[src/vmsel_consts.svh]
// constants for the virtual machine select multiplexer
`ifndef VMSEL_CONSTS_SVH
`define VMSEL_CONSTS_SVH

// framing start byte and select keyword
`define VMSEL_STX         8'h02
`define VMSEL_KEYWORD     8'h70
// largest payload that one block may carry (select, machine, command)
`define VMSEL_MAX_PAYLOAD 8'h03
// payload lengths of the three outbound block kinds
`define VMSEL_LEN_CMD     2'h1
`define VMSEL_LEN_SELECT  2'h2
`define VMSEL_LEN_HYBRID  2'h3
// bytes around the payload: start, byte count, block check
`define VMSEL_FRAME_EXTRA 3'h3
// selection the logical switch takes on a service level reset
`define VMSEL_DEFAULT_VM  8'h00

`endif

[src/vmsel_pkg.sv]
// types shared by the virtual machine select multiplexer
package vmsel_pkg;

  // outbound sequencer, gray coded along idle-wait-send-wait2
  typedef enum logic [1:0] {
    TX_IDLE        = 2'h0,
    TX_WAIT_GRANT  = 2'h1,
    TX_SEND        = 2'h3,
    TX_WAIT_SECOND = 2'h2
  } tx_state_type;

  // inbound block parser, gray coded along hunt-count-data-check
  typedef enum logic [1:0] {
    RX_HUNT  = 2'h0,
    RX_COUNT = 2'h1,
    RX_DATA  = 2'h3,
    RX_CHECK = 2'h2
  } rx_state_type;

endpackage

[src/block_receiver.sv]
// inbound framed block parser: start, byte count, payload, block check
`timescale 1ns/100ps
`include "vmsel_consts.svh"

module block_receiver (
  // clock and reset
  input  wire logic             i_clk,
  input  wire logic             i_resetn,
  // received byte stream
  input  wire logic             i_rx_valid,
  input  wire logic [7:0]       i_rx_data,
  input  wire logic             i_abort,
  // parsed block
  output logic                  o_good,
  output logic                  o_bad,
  output logic [1:0]            o_count,
  output logic [2:0][7:0]       o_payload
);

  // all parser state in one word
  typedef struct packed {
    vmsel_pkg::rx_state_type st;
    logic [1:0]              cnt;   // payload length
    logic [1:0]              idx;   // next payload slot
    logic [7:0]              chk;   // running block check
    logic [2:0][7:0]         pay;   // payload bytes
    logic                    good;  // one-cycle good block pulse
    logic                    bad;   // one-cycle bad block pulse
  } rx_reg_type;

  rx_reg_type r;       // registered state
  rx_reg_type next_r;  // next state

  ////////////////////////////////////////////////////////////////////////////
  // next state: block check is xor of byte count and payload
  always_comb begin
    next_r      = r;
    next_r.good = 1'b0;
    next_r.bad  = 1'b0;
    if (i_abort) begin
      // a break or a service level reset drops any half block
      next_r.st = vmsel_pkg::RX_HUNT;
    end else if (i_rx_valid) begin
      case (r.st)
        vmsel_pkg::RX_HUNT: begin
          // bytes outside a block are ignored
          if (i_rx_data == `VMSEL_STX) begin
            next_r.st  = vmsel_pkg::RX_COUNT;
            next_r.idx = 2'h0;
          end
        end
        vmsel_pkg::RX_COUNT: begin
          // lengths the switch cannot hold are refused at once
          if (i_rx_data == 8'h00 || i_rx_data > `VMSEL_MAX_PAYLOAD) begin
            next_r.bad = 1'b1;
            next_r.st  = vmsel_pkg::RX_HUNT;
          end else begin
            next_r.cnt = i_rx_data[1:0];
            next_r.chk = i_rx_data;
            next_r.st  = vmsel_pkg::RX_DATA;
          end
        end
        vmsel_pkg::RX_DATA: begin
          next_r.pay[r.idx] = i_rx_data;
          next_r.chk        = r.chk ^ i_rx_data;
          next_r.idx        = r.idx + 2'h1;
          if (r.idx + 2'h1 == r.cnt) begin
            next_r.st = vmsel_pkg::RX_CHECK;
          end
        end
        vmsel_pkg::RX_CHECK: begin
          next_r.good = (i_rx_data == r.chk);
          next_r.bad  = (i_rx_data != r.chk);
          next_r.st   = vmsel_pkg::RX_HUNT;
        end
        default: begin
          next_r.st = vmsel_pkg::RX_HUNT;
        end
      endcase
    end
  end

  ////////////////////////////////////////////////////////////////////////////
  // register
  always_ff @(posedge i_clk) begin
    if (!i_resetn) begin
      r <= '0;
    end else begin
      r <= next_r;
    end
  end

  // outputs straight from the state word
  assign o_good    = r.good;
  assign o_bad     = r.bad;
  assign o_count   = r.cnt;
  assign o_payload = r.pay;

endmodule

[src/vm_select_mux.sv]
// tributary message handling for several virtual machines on one address
`timescale 1ns/100ps
`include "vmsel_consts.svh"

// Summary of operation
// - machine command raises the service request flag
// - new machine: send select block on grant
// - second grant sends the command block
// - acknowledge good block, deliver to selection
// - select and command may share one block
// - received select acknowledged and sets switch
// - selection holds until the next select or service reset
// - same machine: omit the select exchange
// - service reset: machine zero, errors cleared, unless a select, a grant or an error in that same cycle sets them
module vm_select_mux #(
  parameter int VM_W = 4  // bits of a virtual machine number, at most 8
) (
  // clock and reset
  input  wire logic             i_clk,
  input  wire logic             i_resetn,
  // commands from the attached virtual machines
  input  wire logic             i_cmd_valid,
  input  wire logic [VM_W-1:0]  i_cmd_vm,
  input  wire logic [7:0]       i_cmd_data,
  input  wire logic             i_combine,
  output logic                  o_cmd_ready,
  // outbound link
  input  wire logic             i_grant,
  input  wire logic             i_tx_ready,
  output logic                  o_service_request,
  output logic                  o_tx_valid,
  output logic [7:0]            o_tx_data,
  // inbound link
  input  wire logic             i_rx_valid,
  input  wire logic [7:0]       i_rx_data,
  input  wire logic             i_rx_break,
  output logic                  o_ack,
  output logic                  o_nak,
  // delivery to the virtual machines
  output logic                  o_deliver_valid,
  output logic [VM_W-1:0]       o_deliver_vm,
  output logic [7:0]            o_deliver_data,
  // service level control and status
  input  wire logic             i_ssl_reset,
  output logic [VM_W-1:0]       o_selected_vm,
  output logic                  o_error
);

  // all block state in one word
  typedef struct packed {
    vmsel_pkg::tx_state_type st;
    logic [5:0][7:0]         frm;     // outbound block being sent
    logic [2:0]              len;     // bytes in that block
    logic [2:0]              idx;     // byte now offered
    logic                    second;  // command block still owed
    logic [7:0]              cmd;     // pending command
    logic [VM_W-1:0]         cvm;     // its source machine
    logic [VM_W-1:0]         tx_sel;  // selection last sent upstream
    logic [VM_W-1:0]         rx_sel;  // logical switch for inbound
    logic                    service_request_flag;     // service request flag
    logic                    ready;   // command accepted next cycle
    logic                    tx_valid;
    logic [7:0]              tx_data;
    logic                    ack;
    logic                    nak;
    logic                    dv;      // delivery pulse
    logic [VM_W-1:0]         dvm;
    logic [7:0]              ddata;
    logic                    err;     // sticky error flag
  } mux_reg_type;
  mux_reg_type      r;           // registered state
  mux_reg_type      next_r;      // next state
  logic             rx_good;     // parser: good block pulse
  logic             rx_bad;      // parser: bad block pulse
  logic [1:0]       rx_count;    // parser: payload length
  logic [2:0][7:0]  rx_payload;  // parser: payload bytes
  logic             rx_is_sel;   // good block opens with a select
  logic [VM_W-1:0]  rx_sel_vm;   // machine named by that select

  assign rx_is_sel = (rx_payload[0] == `VMSEL_KEYWORD) && (rx_count >= 2'h2);
  assign rx_sel_vm = rx_payload[1][VM_W-1:0];

  ////////////////////////////////////////////////////////////////////////////
  // inbound parser; a break resynchronises it
  block_receiver u_rx (
    .i_clk      (i_clk),
    .i_resetn   (i_resetn),
    .i_rx_valid (i_rx_valid),
    .i_rx_data  (i_rx_data),
    .i_abort    (i_rx_break || i_ssl_reset),
    .o_good     (rx_good),
    .o_bad      (rx_bad),
    .o_count    (rx_count),
    .o_payload  (rx_payload)
  );
  // builds a block from its payload; the check covers count and payload
  function automatic logic [5:0][7:0] make_frame(
    input logic [1:0]      pn,
    input logic [2:0][7:0] pl
  );
    logic [5:0][7:0] f;
    logic [7:0]      bck;
    f      = '0;
    bck    = {6'h00, pn};
    f[0]   = `VMSEL_STX;
    f[1]   = {6'h00, pn};
    for (int k = 0; k < 3; k++) begin
      if (k < int'(pn)) begin
        f[k + 2] = pl[k];
        bck      = bck ^ pl[k];
      end
    end
    f[int'(pn) + 2] = bck;
    return f;
  endfunction

  ////////////////////////////////////////////////////////////////////////////
  // next state
  always_comb begin
    logic [2:0][7:0] pl;
    logic [1:0]      pn;
    logic            send;
    pl             = '0;
    pn             = `VMSEL_LEN_CMD;
    send           = 1'b0;
    next_r         = r;
    next_r.ack     = 1'b0;
    next_r.nak     = 1'b0;
    next_r.dv      = 1'b0;
    // service level reset; later events this cycle still win
    if (i_ssl_reset) begin
      next_r.rx_sel = VM_W'(`VMSEL_DEFAULT_VM);
      next_r.tx_sel = VM_W'(`VMSEL_DEFAULT_VM);
      next_r.err    = 1'b0;
    end
    // outbound sequencer
    case (r.st)
      vmsel_pkg::TX_IDLE: begin
        if (i_cmd_valid && r.ready) begin
          next_r.cmd = i_cmd_data;
          next_r.cvm = i_cmd_vm;
          next_r.service_request_flag = 1'b1;
          next_r.st  = vmsel_pkg::TX_WAIT_GRANT;
        end
      end
      vmsel_pkg::TX_WAIT_GRANT: begin
        if (i_grant) begin
          send  = 1'b1;
          pl[0] = r.cmd;
          if (r.cvm != r.tx_sel) begin
            // switch upstream first: select block, or hybrid when allowed
            pl[0]         = `VMSEL_KEYWORD;
            pl[1]         = 8'(r.cvm);
            pl[2]         = r.cmd;
            pn            = i_combine ? `VMSEL_LEN_HYBRID
                                      : `VMSEL_LEN_SELECT;
            next_r.second = !i_combine;
            next_r.tx_sel = r.cvm;
          end else begin
            // same machine as before: command alone
            next_r.second = 1'b0;
          end
          // request stays up while a second block is still owed
          next_r.service_request_flag = next_r.second;
        end
      end
      vmsel_pkg::TX_SEND: begin
        if (r.tx_valid && i_tx_ready) begin
          if (r.idx + 3'h1 == r.len) begin
            next_r.tx_valid = 1'b0;
            next_r.st       = r.second ? vmsel_pkg::TX_WAIT_SECOND
                                       : vmsel_pkg::TX_IDLE;
          end else begin
            next_r.idx     = r.idx + 3'h1;
            next_r.tx_data = r.frm[r.idx + 3'h1];
          end
        end
      end
      vmsel_pkg::TX_WAIT_SECOND: begin
        // the acknowledge is not needed; the next grant is the cue
        if (i_grant) begin
          send          = 1'b1;
          pl[0]         = r.cmd;
          next_r.second = 1'b0;
          next_r.service_request_flag    = 1'b0;
        end
      end
      default: begin
        next_r.st = vmsel_pkg::TX_IDLE;
      end
    endcase
    // load a fresh block and offer its first byte
    if (send) begin
      next_r.frm      = make_frame(pn, pl);
      next_r.len      = {1'b0, pn} + `VMSEL_FRAME_EXTRA;
      next_r.idx      = 3'h0;
      next_r.tx_valid = 1'b1;
      next_r.tx_data  = `VMSEL_STX;
      next_r.st       = vmsel_pkg::TX_SEND;
    end
    next_r.ready = (next_r.st == vmsel_pkg::TX_IDLE);
    // inbound blocks
    if (rx_good) begin
      next_r.ack = 1'b1;
      if (rx_is_sel) begin
        next_r.rx_sel = rx_sel_vm;
        if (rx_count == `VMSEL_LEN_HYBRID) begin
          next_r.dv    = 1'b1;
          next_r.dvm   = rx_sel_vm;
          next_r.ddata = rx_payload[2];
        end
      end else if (rx_count == `VMSEL_LEN_CMD) begin
        next_r.dv    = 1'b1;
        next_r.dvm   = r.rx_sel;
        next_r.ddata = rx_payload[0];
      end else begin
        // longer block without a select is not understood
        next_r.err = 1'b1;
      end
    end
    if (rx_bad) begin
      next_r.nak = 1'b1;
      next_r.err = 1'b1;  // set beats a reset in the same cycle
    end
  end

  ////////////////////////////////////////////////////////////////////////////
  // register
  always_ff @(posedge i_clk) begin
    if (!i_resetn) begin
      r <= '0;
    end else begin
      r <= next_r;
    end
  end
  // outputs straight from the state word
  assign o_cmd_ready       = r.ready;
  assign o_service_request = r.service_request_flag;
  assign o_tx_valid        = r.tx_valid;
  assign o_tx_data         = r.tx_data;
  assign o_ack             = r.ack;
  assign o_nak             = r.nak;
  assign o_deliver_valid   = r.dv;
  assign o_deliver_vm      = r.dvm;
  assign o_deliver_data    = r.ddata;
  assign o_selected_vm     = r.rx_sel;
  assign o_error           = r.err;
endmodule

[config.mk]
export PLATFORM = sky130hd
export DESIGN_NAME = vm_select_mux
export DESIGN_NICKNAME = d
export VERILOG_FILES = /design/src/vmsel_pkg.sv /design/src/block_receiver.sv /design/src/vm_select_mux.sv
export VERILOG_INCLUDE_DIRS = /design/src /design/src/src
export SDC_FILE = /design/constraint.sdc
export NUM_CORES = 1
export LEC_CHECK = 0
export BUFFER_PORTS_ARGS = -buffer_cell sky130_fd_sc_hd__buf_2
export CORE_MARGIN = 4
export CORE_UTILIZATION = 60
export DETAILED_ROUTE_END_ITERATION = 7
export GPL_TIMING_DRIVEN = 0
export MAX_ROUTING_LAYER = met4
export PLACE_DENSITY = 0.8
export SLEW_MARGIN = 20
export SYNTH_ARGS = -nofsm -noshare
export SYNTH_HDL_FRONTEND = slang
export SYNTH_SLANG_ARGS = --single-unit
[constraint.sdc]
create_clock -name i_clk -period 3.38 [get_ports i_clk]
set_input_delay 0.676 -clock i_clk [delete_from_list [all_inputs] [get_ports i_clk]]
set_output_delay 0.676 -clock i_clk [all_outputs]
set_load 0.01 [all_outputs]
==> metrics.md <==
| Metric | Value |
|---|---|
| Total length of routed wires | `18310 um` |
| Num CTS Buffers | `17` |
| DR vias | `6104` |
| DP Area | `6928 sq um` |
| Critical path's largest stage delay | `0.49 ns` |
| Flops & latches, synth | `127` |
| Core Rows | `37` |
| Critical-path cell list | `inv_1 > ha_1 > and2_1 > o41ai_2 > buf_4 > nor2_4 > ha_1 > clkbuf_1 > or3_4 > o21ai_4 > nand2_1 > a32oi_1 > a21oi_1` |
| Die Span Y | `111.9 um` |
| Synth unique cells | `63` |
| Worst Path Required | `3.77 ns` |
| Ys async rst share | `0%` |
| Buf+Inv Stages, Crit Path | `3` |
| Slowest cell on crit path | `or3_4` |
| Final period utilization | `95.89%` |
| Top Ports | `60` |
| Clock Latency Late Sink | `0.53 ns` |
| Post-Syn Nets | `830` |
| Final ANT Viol Nets | `0` |
| Clock tree buffer depth | `2` |
| Core ar. | `10420 sq um` |
| Clk root buf | `clkbuf_8` |
| Synth warnings | `0` |
| Pre-CTS setup slack | `-0.4232 ns` |
| Setup Skew | `0.009245 ns` |
| Max cap viols | `0` |
| Worst IR drop on VDD | `0.3707 mV` |
| Final Critical Period | `3.241 ns` |
| Pwr Density | `567.0 nW/um^2` |
| Syn Inst Count | `783` |
| Drt drc | `0` |
| RD Place Congestion | `0.9456` |
| Die X | `111.9 um` |
| Finished Cell Area | `7599 sq um` |
| Syn Std Cell Area | `6472 sq um` |
| Post-layout util | `72.95%` |
| Worst path arrival time | `3.63 ns` |
| Fin. max-slew vios | `0` |
| Final Power | `4.309 mW` |
| Fin cells | `1009` |
| Initial core utilization | `62.14%` |
| Placed insts | `976` |
| Total die area | `12510 sq um` |
| Worst min path class | `input port to flip-flop` |
| Drt pass-1 iters | `7` |
| Vias per cell | `6.050` |
| Dominant synthesized flop cell | `dfxtp_1` |
| Vias in the first global route | `5838` |
| Max Freq | `0.3086 GHz` |
| CP Launch Type | `flip-flop` |
| Register area | `2544 sq um` |
| CTS tree | `built` |
| Lkg Pwr | `3.071 nW` |
| ANT cells | `0` |
| Area grow syn2layout | `17.40%` |
| All-Layer GR Usage | `30.41%` |
| Share of post-route cells with drive strength above 1 | `17.98%` |
| # setup viols final | `0` |
| Slew HR | `32.41%` |
| CTS Sinks | `127` |
| Worst-path fanout max | `10` |
| Routed len/inst | `18.14 um` |
| Most frequent CP cell | `ha_1` |
| Setup crit end kind | `flip-flop` |
| Worst slew pin tran | `1.001 ns` |
| Number of flops mapped to enable cells by yosys | `0` |
| Initial antenna violation count | `0` |
| Post-DP HPWL | `13230 um` |
| Setup CP Type | `flip-flop to flip-flop` |
| Nets | `907` |
| Fill cells | `805` |
| Largest net degree at the start of global routing | `17` |
| Multi-input combinational cell area | `3502 sq um` |
| CP delay by family, top | `simple AND/OR/NAND/NOR gates` |
| RSZ-0062 raised after global routing | `no` |
| Final WS setup | `0.1391 ns` |
| Sequential share of the synthesized area | `39.28%` |
| DR iter-0 viols | `739` |
| H-tree depth | `4` |
| Clock-pin slew on the worst setup and hold paths | `0.07 ns` |
| First-pass GRT wire length | `29890 um` |
| Hold Fails Final Rpt | `0` |
| Port Buf Inserts | `57` |
| GRT overflow | `0` |
| Mean post-synth cell area | `8.266 sq um` |
| Run status | `complete, no violations` |
## flip-flops by register name (all words and copies together), names as in the netlist
| register | count |
|---|---|
| u_rx.r | 12 |
| u_rx.o_payload | 20 |
| o_error | 1 |
| u_rx.o_good | 1 |
| o_nak | 1 |
| o_deliver_data | 8 |
| o_tx_valid | 1 |
| o_service_request | 1 |
| o_ack | 1 |
| r | 60 |
| o_selected_vm | 4 |
| u_rx.o_count | 2 |
| o_cmd_ready | 1 |
| u_rx.o_bad | 1 |
| o_tx_data | 8 |
| o_deliver_vm | 4 |
| o_deliver_valid | 1 |
## cell families after synthesis
kind of cell,after synthesis,share of synthesized area (%)
DFF,127,39.28
xor gates and xnor gates,25,3.712
AOI/OAI and AO/OA,192,18.62
adders and majority gates,18,3.480
buffers and inverters,98,7.462
muxes,49,8.022
and+or+nand+nor,274,19.43
## synthesized netlist by cell type (all sizes together), types with 3 or more instances
library cell    n  share of area [%]
a211oi         16                1.9
a21oi          55                4.3
a221oi         13                1.8
a22oi          14                1.6
a31oi          12                1.2
and2            8               0.77
and3            5               0.48
buf            37                3.9
clkbuf         39                2.3
dfxtp         127                 39
ha             18                3.5
inv            20                1.2
mux2           13                2.3
mux2i          35                5.4
nand2          86                5.1
nand2b          3               0.29
nand3          18                1.4
nand3b          4               0.46
nand4b          3               0.41
nor2          104                6.1
nor3           22                1.7
nor4            3               0.39
nor4b           3               0.41
o211ai          4               0.46
o21ai          48                3.8
o22ai          10               0.97
xnor2           9                1.2
xor2           15                2.1
## through the flow
| stage | hold WS, ns | setup TNS [ns] |
|---|---|---|
| floorplan | 0.4196 | 0 |
| global placement | 0.4300 | -6.609 |
| detailed placement | 0.4421 | -7.774 |
| CTS | 0.3741 | 0 |
| global route | 0.3848 | 0 |
| finish | 0.3769 | 0 |
## report_power, final
part           total [mW]  leakage, nW  internal [mW]  switching, mW
Sequential           1.69         1.03           1.60         0.0890
Combinational       0.751         1.75          0.257          0.494
Clock                1.86        0.290           1.10          0.765
Total                4.31         3.07           2.96           1.35
## path summary, 6_finish.rpt
path               start      to  slack [ns]  cells past startpoint
min reg2reg       r[101]  r[101]        0.45                      2
max reg2reg       r[103]   r[87]        0.14                     13
max               r[103]   r[87]        0.14                     13
min          i_cmd_vm[0]   r[35]        0.38                      3
## worst reg2reg max path: stages (launching register included)
cell and delay, ns:
dfxtp_1 0.38, inv_1 0.09, ha_1 0.27, and2_1 0.25
o41ai_2 0.08, buf_4 0.23, nor2_4 0.07, ha_1 0.19
clkbuf_1 0.24, or3_4 0.49, o21ai_4 0.25, nand2_1 0.08
a32oi_1 0.35, a21oi_1 0.12
## layer usage
layer | track usage (%) | share of wire, %
met2 | 45.48 | 46
met1 | 41.85 | 44
met4 | 9.327 | 1.6
met5 | - | 0
met3 | 5.707 | 8.1
## what timing repair did
item                       CTS  global route
resized for setup            8             8
setup endpoints to repair   32            25
hold buffers                 0             0
setup buffers                0             2
## cell type report
cell class                      instances  share of cell area, %
Timing Repair Buffer                   59                  3.952
Clock inverter                         14                  2.272
Tap cell                              136                  2.239
Buffer                                 75                  5.253
Multi-Input combinational cell        558                  46.09
Inverter                               22                  1.087
Clock buffer                           18                  5.631
Sequential cell                       127                  33.48
## cell usage in the layout, fill, tap and decap left out, drive strengths merged, types with 15 or more instances in the layout
cell    instances
nor2          104
ha             18
nand3          18
o21ai          48
dfxtp         127
mux2i          35
clkbuf         56
a21oi          55
xor2           15
inv            27
buf            96
nor3           22
a211oi         16
nand2          86
Power figures use the tool's default switching activity.
